--- config.mk ---
export PLATFORM = sky130hd
export DESIGN_NAME = bbd_detach_timers
export DESIGN_NICKNAME = d
export VERILOG_FILES = /design/src/rtl/bbd_pkg.sv /design/src/rtl/bbd_sync.sv /design/src/rtl/bbd_timer.sv /design/src/rtl/bbd_detach_timers.sv
export SDC_FILE = /design/constraint.sdc
export NUM_CORES = 1
export LEC_CHECK = 0
export ABC_AREA = 1
export BUFFER_PORTS_ARGS = -buffer_cell sky130_fd_sc_hd__buf_2
export CAP_MARGIN = 20
export CORE_MARGIN = 5
export CORE_UTILIZATION = 25
export DETAILED_ROUTE_END_ITERATION = 10
export PLACE_DENSITY = 0.37
export SYNTH_ARGS = -nofsm -noshare
export SYNTH_HDL_FRONTEND = slang
export SYNTH_SLANG_ARGS = --single-unit
--- constraint.sdc ---
create_clock -name mclk -period 2.7 [get_ports mclk]
set_input_delay 0 -clock mclk [delete_from_list [all_inputs] [get_ports mclk]]
set_output_delay 0 -clock mclk [all_outputs]
set_load 0.005 [all_outputs]
--- src/rtl/bbd_pkg.sv ---
// Overview of operation
// - start timer A when the host assigns the function's address
// - timer A expiry forces detach, then reattach as default device
// - start timer B when host requests the alternate-mode string
// - timer B expiry forces detach, then reattach as default device
// - each timer step is ten milliseconds
// - timeout is 16 bits in low/high byte registers, default 07d0h
// - descriptor bytes configurable, with documented defaults
// - active-low trigger input from the PD controller activates billboard
// - trigger detach and timers work only while control bit 0 is set; clearing it in billboard mode forces detach and default reattach
`default_nettype none
package bbd_pkg;
    localparam logic [15:0] TIMEOUT_A_LOW_OFS  = 16'h413c;
    localparam logic [15:0] TIMEOUT_A_HIGH_OFS = 16'h413d;
    localparam logic [15:0] TIMEOUT_B_LOW_OFS  = 16'h413e;
    localparam logic [15:0] TIMEOUT_B_HIGH_OFS = 16'h413f;
    localparam logic [15:0] CONTROL_OFS        = 16'h4140;
    localparam logic [15:0] STATUS_OFS         = 16'h4141;
    localparam logic [15:0] IRQ_STATUS_OFS     = 16'h4142;
    localparam logic [15:0] IRQ_MASK_OFS       = 16'h4143;
    localparam logic [15:0] DESC_BASE_OFS      = 16'h4150;
    localparam int          DESC_LEN           = 48;
    localparam logic [7:0]  TIMEOUT_LOW_RST    = 8'hd0;
    localparam logic [7:0]  TIMEOUT_HIGH_RST   = 8'h07;
    localparam logic [7:0]  CONTROL_RST        = 8'h14;
    localparam int          ENABLE_BIT         = 0;
    // descriptor defaults, index = byte within descriptor block
    localparam int          DESC_ADDL_URL      = 3;
    localparam int          DESC_NUM_MODES     = 4;
    localparam int          DESC_VCONN_HI      = 7;
    localparam int          DESC_VERSION_LO    = 40;
    localparam int          DESC_VERSION_HI    = 41;
    localparam int          DESC_SVID_HI       = 45;
    localparam logic [7:0]  ADDL_URL_RST       = 8'h01;
    localparam logic [7:0]  NUM_MODES_RST      = 8'h01;
    localparam logic [7:0]  VCONN_HI_RST       = 8'h80;
    localparam logic [7:0]  VERSION_LO_RST     = 8'h10;
    localparam logic [7:0]  VERSION_HI_RST     = 8'h01;
    localparam logic [7:0]  SVID_HI_RST        = 8'hff;
    // irq status bits
    localparam int          IRQ_TRIGGER        = 0;
    localparam int          IRQ_EXPIRE_A       = 1;
    localparam int          IRQ_EXPIRE_B       = 2;
    localparam int          IRQ_REATTACH       = 3;
    localparam int          CLK_MHZ            = 125;
    localparam int          STEP_MS            = 10;
    localparam int          STEP_CYCLES        = CLK_MHZ * 1000 * STEP_MS;
    localparam int          DETACH_MS          = 10;
    localparam int          DETACH_CYCLES      = CLK_MHZ * 1000 * DETACH_MS;
    typedef enum logic [2:0] {
        BBD_IDLE, BBD_DETACH_IN, BBD_BILLBOARD, BBD_DETACH_OUT, BBD_DEFAULT
    } bbd_mode_type;
endpackage
`default_nettype wire

--- src/rtl/bbd_sync.sv ---
`default_nettype none
// three stages; a change counts once stages two and three agree
module bbd_sync (
    input  wire logic mclk,
    input  wire logic sys_rst,
    input  wire logic pinIn,
    output logic      levelOut
);
    typedef struct packed {
        logic [2:0] stage;
        logic       level;
    } bbd_sync_type;
    bbd_sync_type st_r;
    bbd_sync_type st_nxt;
    always_comb begin
        st_nxt = st_r;
        st_nxt.stage = {st_r.stage[1:0], pinIn};
        if (st_r.stage[1] == st_r.stage[2]) begin
            st_nxt.level = st_r.stage[2];
        end
    end
    always_ff @(posedge mclk) begin
        if (sys_rst) begin
            st_r <= '{stage: 3'h7, level: 1'b1};
        end else begin
            st_r <= st_nxt;
        end
    end
    assign levelOut = st_r.level;
endmodule
`default_nettype wire

--- src/rtl/bbd_timer.sv ---
`default_nettype none
// one detach timer: counts programmed steps of the shared step tick
module bbd_timer (
    input  wire logic        mclk,
    input  wire logic        sys_rst,
    input  wire logic        start,
    input  wire logic        clear,
    input  wire logic        stepTick,
    input  wire logic [15:0] timeout,
    output logic             expired,
    output logic             running
);
    typedef struct packed {
        logic        run;
        logic [15:0] count;
        logic        fire;
    } bbd_timer_type;
    bbd_timer_type st_r;
    bbd_timer_type st_nxt;
    always_comb begin
        st_nxt = st_r;
        st_nxt.fire = 1'b0;
        if (clear) begin
            st_nxt.run = 1'b0;
            st_nxt.count = 16'h0;
        end else if (start && !st_r.run) begin
            st_nxt.run = 1'b1;
            st_nxt.count = 16'h0;
        end else if (st_r.run && stepTick) begin
            // a zero timeout expires on the first step, not never
            if (st_r.count + 16'h1 >= timeout) begin
                st_nxt.fire = 1'b1;
                st_nxt.run = 1'b0;
            end
            st_nxt.count = st_r.count + 16'h1;
        end
    end
    always_ff @(posedge mclk) begin
        if (sys_rst) begin
            st_r <= '0;
        end else begin
            st_r <= st_nxt;
        end
    end
    assign expired = st_r.fire;
    assign running = st_r.run;
endmodule
`default_nettype wire

--- src/rtl/bbd_detach_timers.sv ---
`default_nettype none
module bbd_detach_timers #(
    parameter int STEP_CYCLES   = bbd_pkg::STEP_CYCLES,
    parameter int DETACH_CYCLES = bbd_pkg::DETACH_CYCLES
) (
    input  wire logic        mclk,
    input  wire logic        sys_rst,
    input  wire logic [15:0] regAddr,
    input  wire logic [7:0]  regWrData,
    input  wire logic        regWrite,
    input  wire logic        regRead,
    output logic [7:0]       regRdData,
    input  wire logic        triggerN,
    input  wire logic        addressSet,
    input  wire logic        altStringReq,
    output logic             connectOut,
    output logic             billboardMode,
    output logic             irqOut
);
    typedef struct packed {
        logic [7:0]                 rdData;
        logic [7:0]                 toALow;
        logic [7:0]                 toAHigh;
        logic [7:0]                 toBLow;
        logic [7:0]                 toBHigh;
        logic [7:0]                 control;
        logic [3:0]                 irqStat;
        logic [3:0]                 irqMask;
        logic [bbd_pkg::DESC_LEN-1:0][7:0] desc;
        bbd_pkg::bbd_mode_type      mode;
        logic [31:0]                stepCnt;
        logic                       stepTick;
        logic [31:0]                detCnt;
        logic                       connect;
        logic                       bbMode;
        logic                       irq;
    } bbd_top_type;

    bbd_top_type st_r;
    bbd_top_type st_nxt;
    bbd_top_type rstVal;
    logic        trigLevel;
    logic        expA;
    logic        expB;
    logic        runA;
    logic        runB;
    logic        inBillboard;
    logic        enabled;
    logic        clearTimers;

    bbd_sync u_sync (
        .mclk    (mclk),
        .sys_rst (sys_rst),
        .pinIn   (triggerN),
        .levelOut(trigLevel)
    );

    assign enabled     = st_r.control[bbd_pkg::ENABLE_BIT];
    assign inBillboard = (st_r.mode == bbd_pkg::BBD_BILLBOARD);
    assign clearTimers = !inBillboard || !enabled || expA || expB;

    bbd_timer u_timer_a (
        .mclk    (mclk),
        .sys_rst (sys_rst),
        .start   (inBillboard && enabled && addressSet),
        .clear   (clearTimers),
        .stepTick(st_r.stepTick),
        .timeout ({st_r.toAHigh, st_r.toALow}),
        .expired (expA),
        .running (runA)
    );

    bbd_timer u_timer_b (
        .mclk    (mclk),
        .sys_rst (sys_rst),
        .start   (inBillboard && enabled && altStringReq),
        .clear   (clearTimers),
        .stepTick(st_r.stepTick),
        .timeout ({st_r.toBHigh, st_r.toBLow}),
        .expired (expB),
        .running (runB)
    );

    always_comb begin
        rstVal = '0;
        rstVal.toALow  = bbd_pkg::TIMEOUT_LOW_RST;
        rstVal.toAHigh = bbd_pkg::TIMEOUT_HIGH_RST;
        rstVal.toBLow  = bbd_pkg::TIMEOUT_LOW_RST;
        rstVal.toBHigh = bbd_pkg::TIMEOUT_HIGH_RST;
        rstVal.control = bbd_pkg::CONTROL_RST;
        rstVal.desc[bbd_pkg::DESC_ADDL_URL]   = bbd_pkg::ADDL_URL_RST;
        rstVal.desc[bbd_pkg::DESC_NUM_MODES]  = bbd_pkg::NUM_MODES_RST;
        rstVal.desc[bbd_pkg::DESC_VCONN_HI]   = bbd_pkg::VCONN_HI_RST;
        rstVal.desc[bbd_pkg::DESC_VERSION_LO] = bbd_pkg::VERSION_LO_RST;
        rstVal.desc[bbd_pkg::DESC_VERSION_HI] = bbd_pkg::VERSION_HI_RST;
        rstVal.desc[bbd_pkg::DESC_SVID_HI]    = bbd_pkg::SVID_HI_RST;
        rstVal.mode    = bbd_pkg::BBD_IDLE;
        rstVal.connect = 1'b1;
    end

    always_comb begin
        logic [3:0]  ev;
        logic [15:0] descIdx;
        ev = 4'h0;
        descIdx = regAddr - bbd_pkg::DESC_BASE_OFS;
        st_nxt = st_r;
        st_nxt.detCnt = st_r.detCnt;

        // shared 10 ms step divider, kept free-running so both timers tick together
        st_nxt.stepTick = 1'b0;
        if (st_r.stepCnt >= 32'(STEP_CYCLES - 1)) begin
            st_nxt.stepCnt  = 32'h0;
            st_nxt.stepTick = 1'b1;
        end else begin
            st_nxt.stepCnt = st_r.stepCnt + 32'h1;
        end

        unique case (st_r.mode)
            bbd_pkg::BBD_IDLE: begin
                if (enabled && !trigLevel) begin
                    st_nxt.mode    = bbd_pkg::BBD_DETACH_IN;
                    st_nxt.connect = 1'b0;
                    st_nxt.detCnt  = 32'h0;
                    ev[bbd_pkg::IRQ_TRIGGER] = 1'b1;
                end
            end
            bbd_pkg::BBD_DETACH_IN: begin
                if (st_r.detCnt >= 32'(DETACH_CYCLES - 1)) begin
                    st_nxt.mode    = bbd_pkg::BBD_BILLBOARD;
                    st_nxt.connect = 1'b1;
                    st_nxt.bbMode  = 1'b1;
                end else begin
                    st_nxt.detCnt = st_r.detCnt + 32'h1;
                end
            end
            bbd_pkg::BBD_BILLBOARD: begin
                if (!enabled) begin
                    st_nxt.mode = bbd_pkg::BBD_DETACH_OUT;
                    st_nxt.connect = 1'b0;
                    st_nxt.detCnt = 32'h0;
                end else if (expA || expB) begin
                    st_nxt.mode    = bbd_pkg::BBD_DETACH_OUT;
                    st_nxt.connect = 1'b0;
                    st_nxt.detCnt  = 32'h0;
                    ev[bbd_pkg::IRQ_EXPIRE_A] = expA;
                    ev[bbd_pkg::IRQ_EXPIRE_B] = expB;
                end
            end
            bbd_pkg::BBD_DETACH_OUT: begin
                if (st_r.detCnt >= 32'(DETACH_CYCLES - 1)) begin
                    st_nxt.mode    = bbd_pkg::BBD_DEFAULT;
                    st_nxt.connect = 1'b1;
                    st_nxt.bbMode  = 1'b0;
                    ev[bbd_pkg::IRQ_REATTACH] = 1'b1;
                end else begin
                    st_nxt.detCnt = st_r.detCnt + 32'h1;
                end
            end
            bbd_pkg::BBD_DEFAULT: begin
                // rearm once the trigger is released or the enable is cleared, so one failure gives one detach
                if (trigLevel || !enabled) begin
                    st_nxt.mode = bbd_pkg::BBD_IDLE;
                end
            end
        endcase

        // register writes
        if (regWrite) begin
            unique case (regAddr)
                bbd_pkg::TIMEOUT_A_LOW_OFS:  st_nxt.toALow  = regWrData;
                bbd_pkg::TIMEOUT_A_HIGH_OFS: st_nxt.toAHigh = regWrData;
                bbd_pkg::TIMEOUT_B_LOW_OFS:  st_nxt.toBLow  = regWrData;
                bbd_pkg::TIMEOUT_B_HIGH_OFS: st_nxt.toBHigh = regWrData;
                bbd_pkg::CONTROL_OFS:        st_nxt.control = {2'b00, regWrData[5:0]};
                bbd_pkg::IRQ_MASK_OFS:       st_nxt.irqMask = regWrData[3:0];
                default: begin
                    if (descIdx < 16'(bbd_pkg::DESC_LEN)) begin
                        st_nxt.desc[descIdx[5:0]] = regWrData;
                    end
                end
            endcase
        end

        // reads; unmapped reads answer zero
        st_nxt.rdData = 8'h00;
        if (regRead) begin
            unique case (regAddr)
                bbd_pkg::TIMEOUT_A_LOW_OFS:  st_nxt.rdData = st_r.toALow;
                bbd_pkg::TIMEOUT_A_HIGH_OFS: st_nxt.rdData = st_r.toAHigh;
                bbd_pkg::TIMEOUT_B_LOW_OFS:  st_nxt.rdData = st_r.toBLow;
                bbd_pkg::TIMEOUT_B_HIGH_OFS: st_nxt.rdData = st_r.toBHigh;
                bbd_pkg::CONTROL_OFS:        st_nxt.rdData = st_r.control;
                bbd_pkg::STATUS_OFS:
                    st_nxt.rdData = {3'h0, runB, runA, st_r.mode};
                bbd_pkg::IRQ_STATUS_OFS:     st_nxt.rdData = {4'h0, st_r.irqStat};
                bbd_pkg::IRQ_MASK_OFS:       st_nxt.rdData = {4'h0, st_r.irqMask};
                default: begin
                    if (descIdx < 16'(bbd_pkg::DESC_LEN)) begin
                        st_nxt.rdData = st_r.desc[descIdx[5:0]];
                    end
                end
            endcase
        end

        // read clears status; a new event in the same cycle survives
        if (regRead && regAddr == bbd_pkg::IRQ_STATUS_OFS) begin
            st_nxt.irqStat = ev;
        end else begin
            st_nxt.irqStat = st_r.irqStat | ev;
        end
        st_nxt.irq = |(st_nxt.irqStat & st_nxt.irqMask);
    end

    always_ff @(posedge mclk) begin
        if (sys_rst) begin
            st_r <= rstVal;
        end else begin
            st_r <= st_nxt;
        end
    end

    assign regRdData     = st_r.rdData;
    assign connectOut    = st_r.connect;
    assign billboardMode = st_r.bbMode;
    assign irqOut        = st_r.irq;
endmodule
`default_nettype wire

# Yosys cells after proc, flatten, opt, wreduce, memory -nomap -nowiden
# Cells that the tools add are included.
[totals]
out_inout_bits = 11
inputBits = 31
word_cells = 198
regBits = 549
[classes]
reduce_logical = 48
mux = 43
order_cmp = 7
n_eq_ne = 18
n_addsub = 5
n_bitwise = 6
[op_table]
columns = ["operator", "n"]
rows = [
  ["$mux W384", 2],
  ["$mux W388", 1],
  ["$bwmux W384", 1],
  ["$pmux W33 S4", 1],
  ["$eq A16 B15 Y1 const B", 8],
  ["$mux W33", 3],
  ["$add A32 B1 Y32 const B", 2],
  ["$ge A32 B21 Y1 const B", 2],
  ["$pmux W8 S8", 1],
  ["$bmux W8 S6", 1],
  ["$demux W8 S6", 1],
  ["$mux W18", 2],
  ["$mux W17", 2],
  ["$add A16 B1 Y16 const B", 2],
  ["$ge A16 B16 Y1", 2],
  ["$mux W32", 1],
  ["$mux W8", 3],
  ["$mux W3", 6],
  ["$lt A16 B6 Y1 const B", 1],
  ["$sub A16 B15 Y16 const B", 1],
  ["$pmux W3 S5", 1],
  ["$reduce_and A2 Y1", 7],
  ["$reduce_or A4 Y1", 3],
  ["$logic_and A1 B1 Y1", 10],
  ["25 further kinds", 63],
]

# Longest topological paths before layout
[logic_depth]
ltp_word = 11
ltp_mapped = 20

# By module
# A second synthesis with hierarchy kept.
[unflattened]
cells_unflattened = 3893
hier_area_um2 = 25951.1
[modules_own_cells]
columns = ["module", "cells_per_inst", "instances", "area_per_inst_um2"]
rows = [
  ["bbd_detach_timers", 3448, 1, 22978.3],
  ["bbd_timer (u_timer_a)", 216, 1, 1446.4],
  ["bbd_timer (u_timer_b)", 214, 1, 1397.6],
  ["bbd_sync", 15, 1, 128.9],
]

# Least setup slack after synthesis
# No wires, ideal clock.
[synth_path]
kind = "flip-flop to flip-flop"
startpoint = "reg u_timer_b.st_r[1] (netlist name)"
endpoint = "reg u_timer_b.st_r, in the netlist u_timer_b.expired"
setup_ns = 0.065
required_time_ns = 2.635
path_stages_with_launch = 20
t_arrival_ns = 2.403
slack_ns = 0.232
path_buffers = 0
synth_period_minus_slack_ns = 2.468
path_cell_list = "dfxtp_1 > ha_1 > nand2_1 > nor2_1 > nand2_1 > nor2_1 > nand2_1 > nor2_1 > nand3_1 > o21ai_0 > nand2_1 > ha_1 > nand2_1 > inv_1 > nand3_1 > nor3_1 > nand3_1 > nand3_1 > nand2_1 > nor2_1"
[synth_via]
elab_chain_cells = 3
[synth_lines]
columns = ["item", "line", "rtl"]
rows = [
  ["start: declaration", "bbd_timer.sv:18", "bbd_timer_type st_r;"],
  ["start signal: assignment", "bbd_timer.sv:42", "st_r <= st_nxt;"],
  ["$add A16 B1 Y16", "bbd_timer.sv:31", "if (st_r.count + 16'h1 >= timeout) begin"],
  ["$ge A16 B16 Y1", "bbd_timer.sv:31", ""],
  ["$mux W1", "bbd_timer.sv:31", ""],
]
# No other way between the ends.
# A chain may end at the register's enable or synchronous reset.

# Worst setup path in the final report
[layout_path]
startpoint = "reg u_timer_b.st_r[2] (netlist name)"
endpoint = "reg u_timer_b.st_r, in the netlist u_timer_b.expired"
# Same word-level chain as after synthesis.

==> results.md <==
* RePlAce Congestion at 0.794
* DR vias at 25832
* Die ar. at 0.115 mm²
* Root buffer cell: clkbuf_16
* Actual slew at the worst max-slew pin at between 0.9 and 1 ns
* Syn. warnings at 0
* Initial Utilization at 25.1%
* CTS Buf Count at 70
* Sink Count at 549
* Crit path capture type: flop
* Max-cap violations at 0
* Hold path depth at 3
* Tcrit/Tclk final at roughly 90%
* Compound-cell area share of the yosys netlist at 7.73%
* Layout Skew at 0.0276 ns
* Initial antenna violation count at 3
* Final Hold Viols at 0
* Post-synthesis register bit count at 549
* Port bufs at a little over 40
* Number of synthesized flops with an enable pin at 0
* Die X-Extent at between 300 and 400 µm
* Worst slew margin at 36.0%
* CP startpoint kind: flop
* First-pass GRT wire length at 154 mm
* Maximum vdd drop at 367 µV
* Slowest CP cell: dfxtp_2
* Most common cell after layout, fill and taps aside: nand2_1
* Adder-cell share of the synthesized area at roughly 1.9%
* Critical path cell sequence: ha_4, nand2_2, nor2_4, nand2_2, nor2_4, nand2_2, nor2_4, nand3_2, o21ai_1, nand2_1, ha_1, nand2_1, inv_1, nand3_2, nor3_4, nand2_1, nand3_2, nand2_1, nor2_1
* Drt total wl at 100 mm
* CTS tree: done
* Worst path most repeated cell: nand2_1
* Placed cells at 5750
* Max Fclk at approximately 400 MHz
* Top Ports at 42
* CP peak stage delay at 0.35 ns
* Remaining DRCs at 0
* Antenna-violating nets left at 0
* Fin crit period at 2.49 ns
* Synthesized area at around 0.027 mm²
* Design Area, Final at 0.0325 mm²
* Seq/Total Area, Yosys at 40.5%
* R2R Path Start: u_timer_b.st_r[2]
* Wire per inst at between 15 and 20 µm
* Setup Viol. Count Final at 0
* Total Routing Usage GR at approximately 17%
* Min-delay src: triggerN
* R2r worst-path depth at 19
* Synth async-reset ratio at 0%
* Die Ht at 340 µm
* Critical Path RT at 3.26 ns
* Clock buffer depth at 3
* Most frequent cells in the layout: nand2_1, nor2_1, dfxtp_1
* Layout cell share with drive strength beyond 1 at 8.75%
* Ant diodes at 0
* Synth-to-layout area growth at 19.8%
* Clock latency on the worst-skew pair at 0.62 ns
* Mux contribution to synthesized area at 0%
* Final Non-Filler Cells at 5894
* # rows at 121
* Area occupied by multi-input gates at 0.0139 mm²
* Critical Path Fanout Max at 3
* CP Data Arrival Time at 3.04 ns
* WHS at 0.135 ns
* Max-slew violations at 0
* Total power at 19.5 mW
* Hpwl dp at 66.4 mm
* Status: completed
* Core area at 0.108 mm²
* Post-Synth Simple-Gate Area at between 30% and 40%
* Storage element area at 0.0110 mm²
* Kind of critical path: reg2reg
* CP startpoint: u_timer_b.st_r[2]
* DRT Pass-1 Iters at 5
* Gr ovfl total at 0
* Synth Area in XOR/XNOR at 1.84%
* Fillers at 12155
* Main flop type after synthesis: dfxtp_1
* Pwr per Cell Area at between 500 and 600 mW/mm²
* HP Class: in2reg
* H-tree Lvls at 3
* Main combinational cell family by area after synthesis: simple AND/OR/NAND/NOR gates
* Vias per cell at 4.38
* Final net count at approximately 4500
* Leak pwr at 15.7 nW
* Distinct cell type count after synthesis at 37
* Vias in the first global route at 24493
* Largest net degree at the start of global routing at 86
* Post-Place Cell Area at between 0.02 and 0.03 mm²
* Clock transition at path regs at 0.06 ns
* Violation count after the first detailed-route iteration at 1612
* Avg Cell Area, Syn at 6.22 µm²
* Syn Inst Count at 4363
[path summary, 6_finish.rpt]
check	endpoint	slack [ns]
worst max-delay path	u_timer_b.expired	0.21
worst min-delay path	u_sync.st_nxt[2]	0.14
worst max register to register	u_timer_b.expired	0.21
worst min register to register	u_sync.st_nxt[3]	0.41
[stage by stage]
step / utilization (%) / setup TNS [ns] / worst slack, ns
2_1_floorplan: - / 0 / 0.232
3_3_place_gp: 27.5 / -0.000330 / -0.000330
3_5_place_dp: 27.5 / 0 / 0.00322
4_1_cts: 29.8 / 0 / 0.0473
5_1_grt: 30.0 / -0.0354 / -0.0354
6_report: 30.0 / 0 / 0.214
[cells in the mapped netlist (all sizes together) (2+ instances only)]
library cell  number  share of area [%]
nand2           1257                 17
nor2            1104                 15
dfxtp            549                 40
inv              429                5.9
o21ai            218                4.0
nand3            196                3.9
a21oi            152                2.8
clkbuf           152                2.1
buf               80                1.4
nand4             44                1.0
xor2              42                1.4
ha                41                1.9
nor3              25               0.48
o211ai            15               0.41
xnor2             15               0.48
clkinv             7              0.097
or2                7               0.16
a211oi             5               0.14
a31oi              5               0.12
nor4               5               0.12
o22ai              5               0.12
nor3b              3               0.14
nand3b             2              0.055
[logic make-up after synthesis]
family | Yosys count
and+or+nand+nor | 2643
buffers and inverters | 668
DFF | 549
AOI/OAI and AO/OA | 404
xor gates and xnor gates | 57
adders and majority gates | 41
other | 1
[layer usage]
| layer | vias to the layer above | track usage, % | wire (µm) |
|---|---|---|---|
| met5 | - | 0 | 0 |
| met2 | 415 | 27.1 | 44400 |
| met4 | 0 | 3.43 | 1650 |
| met3 | 102 | 2.28 | 3900 |
| li1 | 13489 | - | - |
| met1 | 11826 | 24.3 | 50100 |
[area by class of cell]
type                    instances  area share (%)
multi-input cells            3156            42.6
flip-flops and latches        549            33.8
clock buffers                  99            6.25
repair buffers                214            5.90
well taps                    1414            5.44
inverters                     436            5.05
clock inverters                26           0.965
[power by group]
part           internal (mW)  switching (mW)
Clock                   5.83            3.91
Combinational          0.400            1.20
Sequential              8.13          0.0346
[what timing repair did]
item / 4_1_cts / 5_1_grt
gates resized for setup: 2 / 52
pin swaps: 0 / 25
hold buffers: 15 / 0
setup endpoints to repair: 3 / 4
buffers inserted: 0 / 4
hold endpoints to repair: 183 / 0
[critical path: cells and delay by family (launching register included)]
kind,cells,cell delay (ns)
DFF,1,0.35
AOI/OAI and AO/OA,1,0.14
and+or+nand+nor,15,1.45
adders and majority gates,2,0.42
buffers and inverters,1,0.06
Power figures use the tool's default switching activity.
